## config.mk

```make
export PLATFORM = sky130hd
export DESIGN_NAME = pcs_pwm_top
export DESIGN_NICKNAME = d
export VERILOG_FILES = /design/src/hw/pcs_pkg.sv /design/src/hw/pcs_chan_if.sv /design/src/hw/pcs_pwm_chan.sv /design/src/hw/pcs_pwm_top.sv
export SDC_FILE = /design/constraint.sdc
export NUM_CORES = 2
export LEC_CHECK = 0
export BUFFER_PORTS_ARGS = -buffer_cell sky130_fd_sc_hd__buf_4
export CORE_ASPECT_RATIO = 1.5
export CORE_UTILIZATION = 58
export CTS_BUF_LIST = sky130_fd_sc_hd__clkbuf_4 sky130_fd_sc_hd__clkbuf_8
export DETAILED_ROUTE_END_ITERATION = 8
export HOLD_SLACK_MARGIN = 0.05
export PLACE_DENSITY = 0.77
export SYNTH_ARGS = -nofsm -noshare
export SYNTH_HDL_FRONTEND = slang
export SYNTH_SLANG_ARGS = --single-unit
```

## constraint.sdc

```tcl
create_clock -name clock_in -period 5.2 [get_ports clock_in]
set_input_delay 1.3 -clock clock_in [delete_from_list [all_inputs] [get_ports clock_in]]
set_output_delay 1.3 -clock clock_in [all_outputs]
set_load 0.05 [all_outputs]
```

## src/hw/pcs_pkg.sv

```systemverilog
// Purpose: Shared constants for the four-channel chained PWM block
// Assumes: APB slave, 32-bit data, one aligned word per register
// Notes:   Overview of operation follows below
//
// Overview of operation
// - Channel 1 follows channel 0, channel 2 follows channel 1 and channel 3 follows channel 2, each half a period behind.
// - A follower's master select field picks its master by value, 0 for channel 0, 1 for channel 1, 2 for channel 2.
// - With its follower enable bit at 1 a channel other than channel 0 restarts its period on its master's sync pulse instead of running free.
// - Followers with identical edge settings give output pairs that match except for the half-period shift.
// - The third waveform offered for routing is the one that has already passed the channel's fault gate.
// - The pin crossbar puts channel 1's third waveform on pin A for select 7 and channel 2's on pin B for select 8.
// - The third waveform rises at the blanking-B begin time and falls at the blanking-B end time.
package pcs_pkg;
   localparam int          NUM_CHAN       = 4;
   localparam int          ADDR_W         = 12;
   localparam int          CNT_W          = 16;
   localparam int          SEL_W          = 4;

   // Per-channel block, 64 bytes each starting at zero
   localparam logic [3:0]  IDX_CTRL       = 4'h0;
   localparam logic [3:0]  IDX_PERIOD     = 4'h1;
   localparam logic [3:0]  IDX_A_ON       = 4'h2;
   localparam logic [3:0]  IDX_A_OFF      = 4'h3;
   localparam logic [3:0]  IDX_B_ON       = 4'h4;
   localparam logic [3:0]  IDX_B_OFF      = 4'h5;
   localparam logic [3:0]  IDX_BLANK_BEG  = 4'h6;
   localparam logic [3:0]  IDX_BLANK_END  = 4'h7;
   localparam logic [3:0]  IDX_SYNC_POS   = 4'h8;
   localparam logic [3:0]  IDX_STATUS     = 4'h9;
   localparam logic [11:0] OFF_MASTER_SEL = 12'h100;

   // Control register fields
   localparam int          CTRL_RUN       = 0;
   localparam int          CTRL_FOLLOW    = 1;
   localparam int          CTRL_A_SEL_LSB = 4;
   localparam int          CTRL_B_SEL_LSB = 8;
   localparam int          CTRL_W         = 12;

   // Status register fields
   localparam int          STAT_FAULT     = 16;
   localparam int          STAT_A         = 17;
   localparam int          STAT_B         = 18;
   localparam int          STAT_C         = 19;
   localparam int          STAT_SYNC      = 20;

   // Master select register: two bits per follower
   localparam int          MSEL_W         = 2;
   localparam logic [1:0]  MSEL_NONE      = 2'h3;

   // Pin crossbar codes
   localparam logic [3:0]  XSEL_OWN       = 4'h0;
   localparam logic [3:0]  XSEL_OWN_C     = 4'h1;
   localparam logic [3:0]  XSEL_C_BASE    = 4'h6;

   // Reset values
   localparam logic [11:0] CTRL_RST_ROOT  = 12'h000;
   localparam logic [11:0] CTRL_RST_FOLW  = 12'h002;
   localparam logic [5:0]  MSEL_RST       = 6'h24;
   localparam logic [15:0] PERIOD_RST     = 16'h0100;
   localparam logic [15:0] A_ON_RST       = 16'h0000;
   localparam logic [15:0] A_OFF_RST      = 16'h0070;
   localparam logic [15:0] B_ON_RST       = 16'h0080;
   localparam logic [15:0] B_OFF_RST      = 16'h00F0;
   localparam logic [15:0] BLANK_BEG_RST  = 16'h0010;
   localparam logic [15:0] BLANK_END_RST  = 16'h0060;
   localparam logic [15:0] SYNC_POS_RST   = 16'h0080;
endpackage : pcs_pkg

```

## src/hw/pcs_chan_if.sv

```systemverilog
// Purpose: Settings and state between the top and one channel timer
// Assumes: Single clock domain
// Notes:   Top drives settings, channel returns counter and waveforms
`timescale 1ns/1ps
`default_nettype none
interface pcs_chan_if #(parameter int CNT_W = 16);
   logic             run;
   logic             follow_en;
   logic             master_sync;
   logic             fault;
   logic [CNT_W-1:0] period;
   logic [CNT_W-1:0] a_on;
   logic [CNT_W-1:0] a_off;
   logic [CNT_W-1:0] b_on;
   logic [CNT_W-1:0] b_off;
   logic [CNT_W-1:0] blank_b_begin_time;
   logic [CNT_W-1:0] blank_b_end_time;
   logic [CNT_W-1:0] sync_pulse_position;
   logic [CNT_W-1:0] count;
   logic             wave_a;
   logic             wave_b;
   logic             third_wave_after_fault;
   logic             sync_pulse;

   modport ctl (output run, follow_en, master_sync, fault, period, a_on, a_off, b_on, b_off,
                blank_b_begin_time, blank_b_end_time, sync_pulse_position,
                input count, wave_a, wave_b, third_wave_after_fault, sync_pulse);
   modport chan (input run, follow_en, master_sync, fault, period, a_on, a_off, b_on, b_off,
                 blank_b_begin_time, blank_b_end_time, sync_pulse_position,
                 output count, wave_a, wave_b, third_wave_after_fault, sync_pulse);
endinterface : pcs_chan_if
`default_nettype wire

```

## src/hw/pcs_pwm_chan.sv

```systemverilog
// Purpose: One channel: period counter, edge compares, fault gate, sync pulse
// Assumes: Settings stable or changed between periods by software
// Notes:   Waveforms and sync come from flip-flops, one cycle after the count
`timescale 1ns/1ps
`default_nettype none
module pcs_pwm_chan #(
   parameter int CNT_W = 16
) (
   input  wire logic clock_in,
   input  wire logic rst_b_in,
   pcs_chan_if.chan  ch
);
   logic [CNT_W-1:0] cnt_reg;
   logic             a_reg;
   logic             b_reg;
   logic             c_reg;
   logic             sync_reg;

   // Compare with >= so a shortened period cannot strand the count
   always_ff @(posedge clock_in or negedge rst_b_in)
   begin
      if (!rst_b_in)
         cnt_reg <= '0;
      else if (!ch.run)
         cnt_reg <= '0;
      else if (ch.follow_en && ch.master_sync)
         cnt_reg <= '0;
      else if (cnt_reg >= ch.period - CNT_W'(1))
         cnt_reg <= '0;
      else
         cnt_reg <= cnt_reg + CNT_W'(1);
   end

   // Fault gate sits before the outputs, so the routed third wave is gated too
   always_ff @(posedge clock_in or negedge rst_b_in)
   begin
      if (!rst_b_in)
      begin
         a_reg <= 1'b0;
         b_reg <= 1'b0;
         c_reg <= 1'b0;
      end
      else
      begin
         a_reg <= ch.run && !ch.fault && cnt_reg >= ch.a_on && cnt_reg < ch.a_off;
         b_reg <= ch.run && !ch.fault && cnt_reg >= ch.b_on && cnt_reg < ch.b_off;
         c_reg <= ch.run && !ch.fault && cnt_reg >= ch.blank_b_begin_time
                  && cnt_reg < ch.blank_b_end_time;
      end
   end

   always_ff @(posedge clock_in or negedge rst_b_in)
   begin
      if (!rst_b_in)
         sync_reg <= 1'b0;
      else
         sync_reg <= ch.run && cnt_reg == ch.sync_pulse_position;
   end

   assign ch.count                  = cnt_reg;
   assign ch.wave_a                 = a_reg;
   assign ch.wave_b                 = b_reg;
   assign ch.third_wave_after_fault = c_reg;
   assign ch.sync_pulse             = sync_reg;
endmodule : pcs_pwm_chan
`default_nettype wire

```

## src/hw/pcs_pwm_top.sv

```systemverilog
// Purpose: Four chained PWM channels with master select and pin crossbar
// Assumes: APB3 master, zero-wait access phase, fault inputs synchronous
// Notes:   Channel 0 is always the root; followers restart two clocks after their master's count reaches its sync position
`timescale 1ns/1ps
`default_nettype none
module pcs_pwm_top #(
   parameter int NUM_CHAN = pcs_pkg::NUM_CHAN,
   parameter int CNT_W    = pcs_pkg::CNT_W
) (
   input  wire logic                        clock_in,
   input  wire logic                        rst_b_in,
   input  wire logic                        psel_in,
   input  wire logic                        penable_in,
   input  wire logic                        pwrite_in,
   input  wire logic [pcs_pkg::ADDR_W-1:0]  paddr_in,
   input  wire logic [31:0]                 pwdata_in,
   output logic      [31:0]                 prdata_out,
   output logic                             pready_out,
   output logic                             pslverr_out,
   input  wire logic [NUM_CHAN-1:0]         fault_in,
   output logic      [NUM_CHAN-1:0]         pwm_a_out,
   output logic      [NUM_CHAN-1:0]         pwm_b_out
);
   localparam int CW = pcs_pkg::CTRL_W;
   localparam int SW = pcs_pkg::SEL_W;

   logic [CW-1:0]    ctrl_reg      [NUM_CHAN];
   logic [CNT_W-1:0] period_reg    [NUM_CHAN];
   logic [CNT_W-1:0] a_on_reg      [NUM_CHAN];
   logic [CNT_W-1:0] a_off_reg     [NUM_CHAN];
   logic [CNT_W-1:0] b_on_reg      [NUM_CHAN];
   logic [CNT_W-1:0] b_off_reg     [NUM_CHAN];
   logic [CNT_W-1:0] blank_beg_reg [NUM_CHAN];
   logic [CNT_W-1:0] blank_end_reg [NUM_CHAN];
   logic [CNT_W-1:0] sync_pos_reg  [NUM_CHAN];
   logic [NUM_CHAN-1:0] fault_seen_reg;
   logic [5:0]       master_sel_reg;
   logic [31:0]      prdata_reg;
   logic             pslverr_reg;
   logic [NUM_CHAN-1:0] pwm_a_reg;
   logic [NUM_CHAN-1:0] pwm_b_reg;

   logic [NUM_CHAN-1:0] sync_vec;
   logic [NUM_CHAN-1:0] third_vec;
   logic [NUM_CHAN-1:0] wave_a_vec;
   logic [NUM_CHAN-1:0] wave_b_vec;
   logic [CNT_W-1:0]    count_vec [NUM_CHAN];

   logic             setup;
   logic             access_wr;
   logic             in_chan;
   logic             is_msel;
   logic [1:0]       chan_idx;
   logic [3:0]       reg_idx;
   logic             addr_ok;
   logic [31:0]      rdata_next;

   // Bus decode: channel blocks below 0x100, master select at 0x100
   assign setup     = psel_in && !penable_in;
   assign access_wr = psel_in && penable_in && pwrite_in && addr_ok;
   assign chan_idx  = paddr_in[7:6];
   assign reg_idx   = paddr_in[5:2];
   assign in_chan   = paddr_in[11:8] == 4'h0 && paddr_in[1:0] == 2'h0
                      && reg_idx <= pcs_pkg::IDX_STATUS && 32'(chan_idx) < NUM_CHAN;
   assign is_msel   = paddr_in == pcs_pkg::OFF_MASTER_SEL;
   assign addr_ok   = in_chan || is_msel;

   function automatic logic [31:0] widen(input logic [CNT_W-1:0] v);
      widen = 32'(v);
   endfunction : widen

   // Crossbar: own waveform, own third wave, or any channel's third wave
   function automatic logic route(input logic [SW-1:0] sel, input logic own,
                                  input logic own_c, input logic [NUM_CHAN-1:0] cv);
      logic [SW-1:0] k;
      k = sel - pcs_pkg::XSEL_C_BASE;
      if (sel == pcs_pkg::XSEL_OWN)
         route = own;
      else if (sel == pcs_pkg::XSEL_OWN_C)
         route = own_c;
      else if (sel >= pcs_pkg::XSEL_C_BASE && 32'(k) < NUM_CHAN)
         route = cv[k[1:0]];
      else
         route = 1'b0;
   endfunction : route

   always_comb
   begin
      rdata_next = 32'h0000_0000;
      if (is_msel)
         rdata_next = 32'(master_sel_reg);
      else if (in_chan)
      begin
         case (reg_idx)
            pcs_pkg::IDX_CTRL:      rdata_next = 32'(ctrl_reg[chan_idx]);
            pcs_pkg::IDX_PERIOD:    rdata_next = widen(period_reg[chan_idx]);
            pcs_pkg::IDX_A_ON:      rdata_next = widen(a_on_reg[chan_idx]);
            pcs_pkg::IDX_A_OFF:     rdata_next = widen(a_off_reg[chan_idx]);
            pcs_pkg::IDX_B_ON:      rdata_next = widen(b_on_reg[chan_idx]);
            pcs_pkg::IDX_B_OFF:     rdata_next = widen(b_off_reg[chan_idx]);
            pcs_pkg::IDX_BLANK_BEG: rdata_next = widen(blank_beg_reg[chan_idx]);
            pcs_pkg::IDX_BLANK_END: rdata_next = widen(blank_end_reg[chan_idx]);
            pcs_pkg::IDX_SYNC_POS:  rdata_next = widen(sync_pos_reg[chan_idx]);
            pcs_pkg::IDX_STATUS:
            begin
               rdata_next = widen(count_vec[chan_idx]);
               rdata_next[pcs_pkg::STAT_FAULT] = fault_seen_reg[chan_idx];
               rdata_next[pcs_pkg::STAT_A]     = wave_a_vec[chan_idx];
               rdata_next[pcs_pkg::STAT_B]     = wave_b_vec[chan_idx];
               rdata_next[pcs_pkg::STAT_C]     = third_vec[chan_idx];
               rdata_next[pcs_pkg::STAT_SYNC]  = sync_vec[chan_idx];
            end
            default:                rdata_next = 32'h0000_0000;
         endcase
      end
   end

   // Read data and error are latched in the setup cycle, so the access is zero-wait
   always_ff @(posedge clock_in or negedge rst_b_in)
   begin
      if (!rst_b_in)
      begin
         prdata_reg  <= 32'h0000_0000;
         pslverr_reg <= 1'b0;
      end
      else if (setup)
      begin
         prdata_reg  <= pwrite_in ? 32'h0000_0000 : rdata_next;
         pslverr_reg <= !addr_ok;
      end
   end

   assign pready_out  = 1'b1;
   assign prdata_out  = prdata_reg;
   assign pslverr_out = pslverr_reg && psel_in && penable_in;

   // Default 0,1,2 forms the chain 0 -> 1 -> 2 -> 3 out of reset
   always_ff @(posedge clock_in or negedge rst_b_in)
   begin
      if (!rst_b_in)
         master_sel_reg <= pcs_pkg::MSEL_RST;
      else if (access_wr && is_msel)
         master_sel_reg <= pwdata_in[5:0];
   end

   genvar i;
   generate
      for (i = 0; i < NUM_CHAN; i++)
      begin : g_chan
         pcs_chan_if #(.CNT_W(CNT_W)) cif ();
         logic          wr_here;
         logic [1:0]    msel;
         logic [SW-1:0] a_sel;
         logic [SW-1:0] b_sel;

         assign wr_here = access_wr && in_chan && chan_idx == 2'(i);
         assign a_sel   = ctrl_reg[i][pcs_pkg::CTRL_A_SEL_LSB +: SW];
         assign b_sel   = ctrl_reg[i][pcs_pkg::CTRL_B_SEL_LSB +: SW];
         if (i == 0)
            assign msel = pcs_pkg::MSEL_NONE;
         else
            assign msel = master_sel_reg[(i-1)*pcs_pkg::MSEL_W +: pcs_pkg::MSEL_W];

         always_ff @(posedge clock_in or negedge rst_b_in)
         begin
            if (!rst_b_in)
            begin
               ctrl_reg[i]      <= (i == 0) ? pcs_pkg::CTRL_RST_ROOT : pcs_pkg::CTRL_RST_FOLW;
               period_reg[i]    <= CNT_W'(pcs_pkg::PERIOD_RST);
               a_on_reg[i]      <= CNT_W'(pcs_pkg::A_ON_RST);
               a_off_reg[i]     <= CNT_W'(pcs_pkg::A_OFF_RST);
               b_on_reg[i]      <= CNT_W'(pcs_pkg::B_ON_RST);
               b_off_reg[i]     <= CNT_W'(pcs_pkg::B_OFF_RST);
               blank_beg_reg[i] <= CNT_W'(pcs_pkg::BLANK_BEG_RST);
               blank_end_reg[i] <= CNT_W'(pcs_pkg::BLANK_END_RST);
               sync_pos_reg[i]  <= CNT_W'(pcs_pkg::SYNC_POS_RST);
            end
            else if (wr_here)
            begin
               case (reg_idx)
                  pcs_pkg::IDX_CTRL:      ctrl_reg[i]      <= pwdata_in[CW-1:0];
                  pcs_pkg::IDX_PERIOD:    period_reg[i]    <= pwdata_in[CNT_W-1:0];
                  pcs_pkg::IDX_A_ON:      a_on_reg[i]      <= pwdata_in[CNT_W-1:0];
                  pcs_pkg::IDX_A_OFF:     a_off_reg[i]     <= pwdata_in[CNT_W-1:0];
                  pcs_pkg::IDX_B_ON:      b_on_reg[i]      <= pwdata_in[CNT_W-1:0];
                  pcs_pkg::IDX_B_OFF:     b_off_reg[i]     <= pwdata_in[CNT_W-1:0];
                  pcs_pkg::IDX_BLANK_BEG: blank_beg_reg[i] <= pwdata_in[CNT_W-1:0];
                  pcs_pkg::IDX_BLANK_END: blank_end_reg[i] <= pwdata_in[CNT_W-1:0];
                  pcs_pkg::IDX_SYNC_POS:  sync_pos_reg[i]  <= pwdata_in[CNT_W-1:0];
                  default:                ;
               endcase
            end
         end

         // Sticky fault flag, write one to clear; a new fault beats the clear
         always_ff @(posedge clock_in or negedge rst_b_in)
         begin
            if (!rst_b_in)
               fault_seen_reg[i] <= 1'b0;
            else if (fault_in[i])
               fault_seen_reg[i] <= 1'b1;
            else if (wr_here && reg_idx == pcs_pkg::IDX_STATUS && pwdata_in[pcs_pkg::STAT_FAULT])
               fault_seen_reg[i] <= 1'b0;
         end

         assign cif.run                 = ctrl_reg[i][pcs_pkg::CTRL_RUN];
         // Channel 0 ignores its follower bit and is never restarted
         assign cif.follow_en           = (i != 0) && ctrl_reg[i][pcs_pkg::CTRL_FOLLOW];
         // Code 3 leaves the follower without a master
         assign cif.master_sync         = (msel == pcs_pkg::MSEL_NONE) ? 1'b0 : sync_vec[msel];
         assign cif.fault               = fault_in[i];
         assign cif.period              = period_reg[i];
         assign cif.a_on                = a_on_reg[i];
         assign cif.a_off               = a_off_reg[i];
         assign cif.b_on                = b_on_reg[i];
         assign cif.b_off               = b_off_reg[i];
         assign cif.blank_b_begin_time  = blank_beg_reg[i];
         assign cif.blank_b_end_time    = blank_end_reg[i];
         assign cif.sync_pulse_position = sync_pos_reg[i];

         // Same timer for every channel keeps equal settings symmetrical
         pcs_pwm_chan #(.CNT_W(CNT_W)) u_chan (
            .clock_in (clock_in),
            .rst_b_in (rst_b_in),
            .ch       (cif)
         );

         assign sync_vec[i]   = cif.sync_pulse;
         assign third_vec[i]  = cif.third_wave_after_fault;
         assign wave_a_vec[i] = cif.wave_a;
         assign wave_b_vec[i] = cif.wave_b;
         assign count_vec[i]  = cif.count;

         always_ff @(posedge clock_in or negedge rst_b_in)
         begin
            if (!rst_b_in)
            begin
               pwm_a_reg[i] <= 1'b0;
               pwm_b_reg[i] <= 1'b0;
            end
            else
            begin
               pwm_a_reg[i] <= route(a_sel, wave_a_vec[i], third_vec[i], third_vec);
               pwm_b_reg[i] <= route(b_sel, wave_b_vec[i], third_vec[i], third_vec);
            end
         end
      end
   endgenerate

   assign pwm_a_out = pwm_a_reg;
   assign pwm_b_out = pwm_b_reg;
endmodule : pcs_pwm_top
`default_nettype wire

```

Yosys cells after proc, flatten, opt, wreduce, memory -nomap -nowiden
Index checks and enable logic that the tools add are counted.
{"block": "word_totals", "word_cells": 410, "input_bits": 53, "out_inout_bits": 42, "register_bits": 691}
{"block": "classes", "mux": 112, "n_bitwise": 1, "order_cmp": 58, "n_addsub": 16, "n_reduce_logical": 124, "eq_ne": 28}
{"cell": "$mux W16", "n": 29}
{"cell": "$bmux W16 S2", "n": 9}
{"cell": "$ge A16 B16 Y1", "n": 16}
{"cell": "$pmux W21 S10", "n": 1}
{"cell": "$lt A16 B16 Y1", "n": 12}
{"cell": "$mux W32", "n": 3}
{"cell": "$reduce_and A2 Y1", "n": 36}
{"cell": "$logic_and A1 B1 Y1", "n": 65}
{"cell": "$add A16 B1 Y16 const B", "n": 4}
{"cell": "$eq A16 B16 Y1", "n": 4}
{"cell": "$sub A16 B1 Y16 const B", "n": 4}
{"cell": "$mux W1", "n": 51}
{"cell": "$logic_not A4 Y1", "n": 10}
{"cell": "$eq A4 B1 Y1 const B", "n": 9}
{"cell": "$lt A2 B3 Y1 const B", "n": 12}
{"cell": "$bmux W1 S2", "n": 16}
{"cell": "$ge A4 B3 Y1 const B", "n": 8}
{"cell": "$lt A4 B3 Y1 const B", "n": 8}
{"cell": "$sub A4 B3 Y4 const B", "n": 8}
{"cell": "$bmux W12 S2", "n": 1}
{"cell": "$mux W12", "n": 2}
{"cell": "$eq A4 B3 Y1 const B", "n": 4}
{"cell": "$eq A12 B9 Y1 const B", "n": 1}
{"cell": "$eq A2 B2 Y1 const B", "n": 5}
{"cell": "other kinds (10)", "n": 21}

Depth between registers and ports, before layout
{"block": "logic_depth", "word_depth": 11, "mapped_depth": 14, "depth_no_buf": 13}

Modules after synthesis
A second synthesis with hierarchy kept.
{"block": "unflattened", "cells_unflattened": 3754, "hier_area_um2": 44133.6}
{"mod": "pcs_pwm_top", "area_per_inst_um2": 28543.6, "n_inst": 1, "seq_area_each_um2": 15085.7, "cells_per_inst": 1830}
{"mod": "pcs_pwm_chan at g_chan[0].u_chan ...", "area_per_inst_um2": 3900.0, "n_inst": 2, "seq_area_each_um2": 500.5, "cells_per_inst": 481}
{"mod": "pcs_pwm_chan at g_chan[1].u_chan ...", "area_per_inst_um2": 3895.0, "n_inst": 2, "seq_area_each_um2": 500.5, "cells_per_inst": 481}

Worst setup path after synthesis
OpenSTA, ideal clock, no wires.
{"block": "synth_timing", "path_type": "register to register", "from": "register period_reg, in the netlist g_chan[0].cif.period[5]", "to": "register g_chan[0].u_chan.cnt_reg[10]", "n_path_buf": 1, "required_time_ps": 5068, "setup_time_ps": 132, "stages_incl_launch_ff": 13, "arrival_ps": 3301, "synth_period_minus_slack_ps": 3433, "slack_ps": 1767, "path_cell_list": "dfrtp_1 -> nor4_1 -> nand2_1 -> nor4_1 -> or3b_2 -> xor2_1 -> ha_1 -> nand3_1 -> a2111oi_0 -> a221oi_1 -> o21ai_1 -> clkbuf_1 -> nor2_1"}
{"block": "synth_between", "elab_chain_cells": 4}
{"item": "start, declared", "line_no": "pcs_pwm_top.sv:28", "text": "logic [CNT_W-1:0] period_reg [NUM_CHAN];"}
{"item": "start signal, assigned by index", "line_no": "pcs_pwm_top.sv:169", "text": "period_reg[i] <= CNT_W'(pcs_pkg::PERIOD_RST);"}
{"item": "start signal, assigned by index", "line_no": "pcs_pwm_top.sv:182", "text": "pcs_pkg::IDX_PERIOD: period_reg[i] <= pwdata_in[CNT_W-1:0];"}
{"item": "$sub A16 B1 Y16", "line_no": "pcs_pwm_chan.sv:28", "text": "else if (cnt_reg >= ch.period - CNT_W'(1))"}
{"item": "$ge A16 B16 Y1", "line_no": "pcs_pwm_chan.sv:28"}
{"item": "$mux W16", "line_no": "pcs_pwm_chan.sv:28"}
{"item": "$mux W16", "line_no": "pcs_pwm_chan.sv:24", "text": "else if (!ch.run)"}
{"item": "end signal, assigned", "line_no": "pcs_pwm_chan.sv:31", "text": "cnt_reg <= cnt_reg + CNT_W'(1);"}
{"item": "end, declared", "line_no": "pcs_pwm_chan.sv:13", "text": "logic [CNT_W-1:0] cnt_reg;"}
Every way passes these cells.
A chain may end at the register's enable or synchronous reset.

Worst setup path in the final report
{"block": "layout_timing", "from": "register period_reg, in the netlist g_chan[0].cif.period[5]", "to": "register g_chan[0].u_chan.cnt_reg[2]"}
The elaborated chain is that of the path after synthesis.

==> results.ini <==
[logic_synthesis]
synth_seq_cells = 680
synthFlopType = dfrtp_1
syn_inst = 3793
avgSynthCellArea_sq_um = 11.6
synthArstFlopShare_pct = 100
yosys-top-cells-count = 623 x dfrtp_1, 537 x mux2_2, 452 x ha_1, 394 x inv_1, 170 x nor2_1
yosysMostFrequentCell = dfrtp_1
yosys-top-cells-area = dfrtp_1 36%, mux2_2 14%, ha_1 13%
netlist-cell-type-count = 69
netlist.area_leader.share_pct = 35.5
ys_warn_count = 0
synth_area_sq_um = 43900
ys_seq_area_share_pct = 38.9
synth_edf_count = 0
yosys.area.top_type = dfrtp_1

[sta]
timing.max_slew.rel_slack_pct = 6.16
period_needed_ns = 4.19
max_freq_mhz = 239
hold_violations = 0
clock_skew_ns = 0.0302
setup_viol = 0
setup-tns-final_ns = 0
holdWs_ns = 0.493
drv_slew = 0
max_slew.worst_pin.slew_ns = 1.41
fin_crit_sh_pct = 80.5
rsz0062_at_grt = false

[cells_and_area]
multi_input_area_sq_um = 24500
fillers = 5814
drive_above_1_share_pct = 29.7
regArea_sq_um = 17100
syn2layout_area_growth_pct = 9.25
nets = 4390

[grt]
first_global_vias = 34401
grtUsageTotal_pct = 41.1
antenna_found_initial = 7
grt.overflow.total = 0
grt_pass1_wl_um = 225000
grt_max_degree = 105

[run]
max-cap-violations = 0

[worst_hold_path]
worstHoldPathCells = 1
holdPathEnd = prdata_out[18]$_DFFE_PN0P_
worstHoldStart = prdata_out[18]$_DFFE_PN0P_
hold_path_class = reg2reg

[power_and_ir_drop]
peakVddDrop_mv = 0.187
p_sw_uw = 2650
switching_share_pct = 24.6
seq_power_share_pct = 49.2
internal_power_uw = 8120
power.density_nw_per_um2 = 224
p_clk_share_pct = 46.2
combPwrFrac_pct = 4.6
leakagePower_uw = 0.0228

[route]
dr_total_vias = 33610
wl_um = 154000
final_antenna_net_count = 0
routed_via_density = 6.75
dr.pass1.iters = 8
post_drt_wl_per_cell_um = 30.9
drt-initial-drc-count = 3370
drcViolationCount = 0

[critical_path]
cp_cell_sequence = nor4_1, nand2_1, nor4_1, or3b_2, xor2_1, ha_1, nand3_1, a2111oi_0, a221oi_1, o21ai_1, nor2_1
r2r_start = g_chan[0].cif.period[5]$_DFFE_PN0P_
cp-startpoint = g_chan[0].cif.period[5]$_DFFE_PN0P_
critPathMostFrequentCell = nor4_1
reg2reg_depth = 11
worstPathMaxFanout = 16
cp.arrival_ns = 4.80
r2r_end = g_chan[0].u_chan.ch.count[2]$_DFF_PN0_
critical-path-slowest-cell = o21ai_1
r2r_slack_ns = 1.01
end_kind = register
worstSetupPathType = reg2reg
startpoint_type = register
cp.required_ns = 5.81
slowest_delay_ns = 0.66

[placed_design]
gp_congestion = 1.05
io_buffers = 67
hpwl_um = 109000

[cts]
post_cts_buffers = 0
holdBufCountCts = 0
clock-root-buffer = clkbuf_8
cts_buffer_depth = 3
clock-sinks = 680
cts_tree = built
cts.repair.resized = 0
h-tree-depth = 3
numCtsBuffers = 104
clk_pin_slew_ns = 0.07
clock_latency_ns = 0.78

[floorplanning]
ioPinCount = 95
std_cell_rows = 123
die_h_um = 339
start_util_pct = 58.6
die_area_sq_um = 76800
core_area_sq_um = 74900
die_w_um = 227

[status]
status = finished clean

==> layout by cell type (no fill, tap or decap), drive strengths merged, types with 57 or more instances in the layout <==
cell type and instances:
nand2 133, mux2 566, xor2 85, nor2 186, xnor2 97, dfrtp 623, a22oi 57, inv 397
ha 452, mux4 163, nand4 76, clkbuf 175, buf 160, a21o 61, dfstp 57, a21oi 130
o21ai 77
==> worst max-delay path by stage <==
stage / to / slack (ns) / cells after the start
2_1_floorplan: g_chan[0].u_chan.ch.count[10]$_DFF_PN0_ / 1.77 / 12
3_3_place_gp: prdata_out[6]$_DFFE_PN0P_ / 1.15 / 7
3_5_place_dp: g_chan[0].u_chan.ch.count[2]$_DFF_PN0_ / 1.10 / 11
4_1_cts: g_chan[0].u_chan.ch.count[2]$_DFF_PN0_ / 1.08 / 11
5_1_grt: g_chan[0].u_chan.ch.count[2]$_DFF_PN0_ / 0.65 / 11
6_report: g_chan[0].u_chan.ch.count[2]$_DFF_PN0_ / 1.01 / 11
==> layout make-up <==
type / instances / share of cell area (%)
multi-input combinational: 2545 / 51.0
inverter: 394 / 3.08
tap: 1000 / 2.61
sequential: 680 / 35.6
clock buffer: 175 / 4.47
clock inverter: 21 / 0.373
timing repair buffer: 160 / 2.83
antenna: 7 / 0.0365
==> stage by stage <==
| step | worst slack (ns) | area (sq um) | instances | total power (uW) | util, % |
|---|---|---|---|---|---|
| after floorplan | 1.77 | 43900 | 3803 | 5630 | - |
| after global placement | 1.15 | 45600 | 4779 | 5880 | 60.9 |
| after detailed placement | 1.10 | 45600 | 4779 | 5880 | 60.9 |
| after CTS | 1.08 | 48000 | 4975 | 10800 | 64.0 |
| after global routing | 0.651 | 48000 | 4976 | 11000 | 64.0 |
| final | 1.01 | 48000 | 4982 | 10800 | 64.0 |
==> critical path, delay by kind of cell, from the launching register on <==
family / cells / cell delay [ns]
AOI/OAI and AO/OA: 3 / 1.26
xor gates and xnor gates: 1 / 0.15
adders and majority gates: 1 / 0.30
DFF: 1 / 0.42
and+or+nand+nor: 6 / 1.87
==> logic make-up (layout without fill, tap and decap cells) <==
family          Yosys count  count (layout)  synth area share, %
simple gates            645             645                 7.87
compound gates          513             513                 7.84
buf+inv                 578             750                 5.54
mux                     741             741                 23.3
fa+ha+maj               452             452                 12.9
flops                   680             680                 38.9
other cells               2              19               0.0171
xor+xnor                182             182                 3.63
==> metal layers <==
layer	vias up	share of wire (%)	track usage (%)	wire length (um)
li1	13926	-	-	-
met1	16792	33	45.8	50200
met2	2071	46	63.1	70200
met3	815	10	10.8	15700
met4	6	12	39.2	18000
met5	-	0.027	0	41
==> power by group through the flow <==
stage	sequential (uW)	clock [uW]	combinational [uW]
after floorplan	5400	0	227
after global placement	5400	0	480
after detailed placement	5400	0	483
after CTS	5300	4990	483
after global routing	5300	5200	517
final	5300	4970	492
No activity file was read; power rests on OpenSTA's default activity.
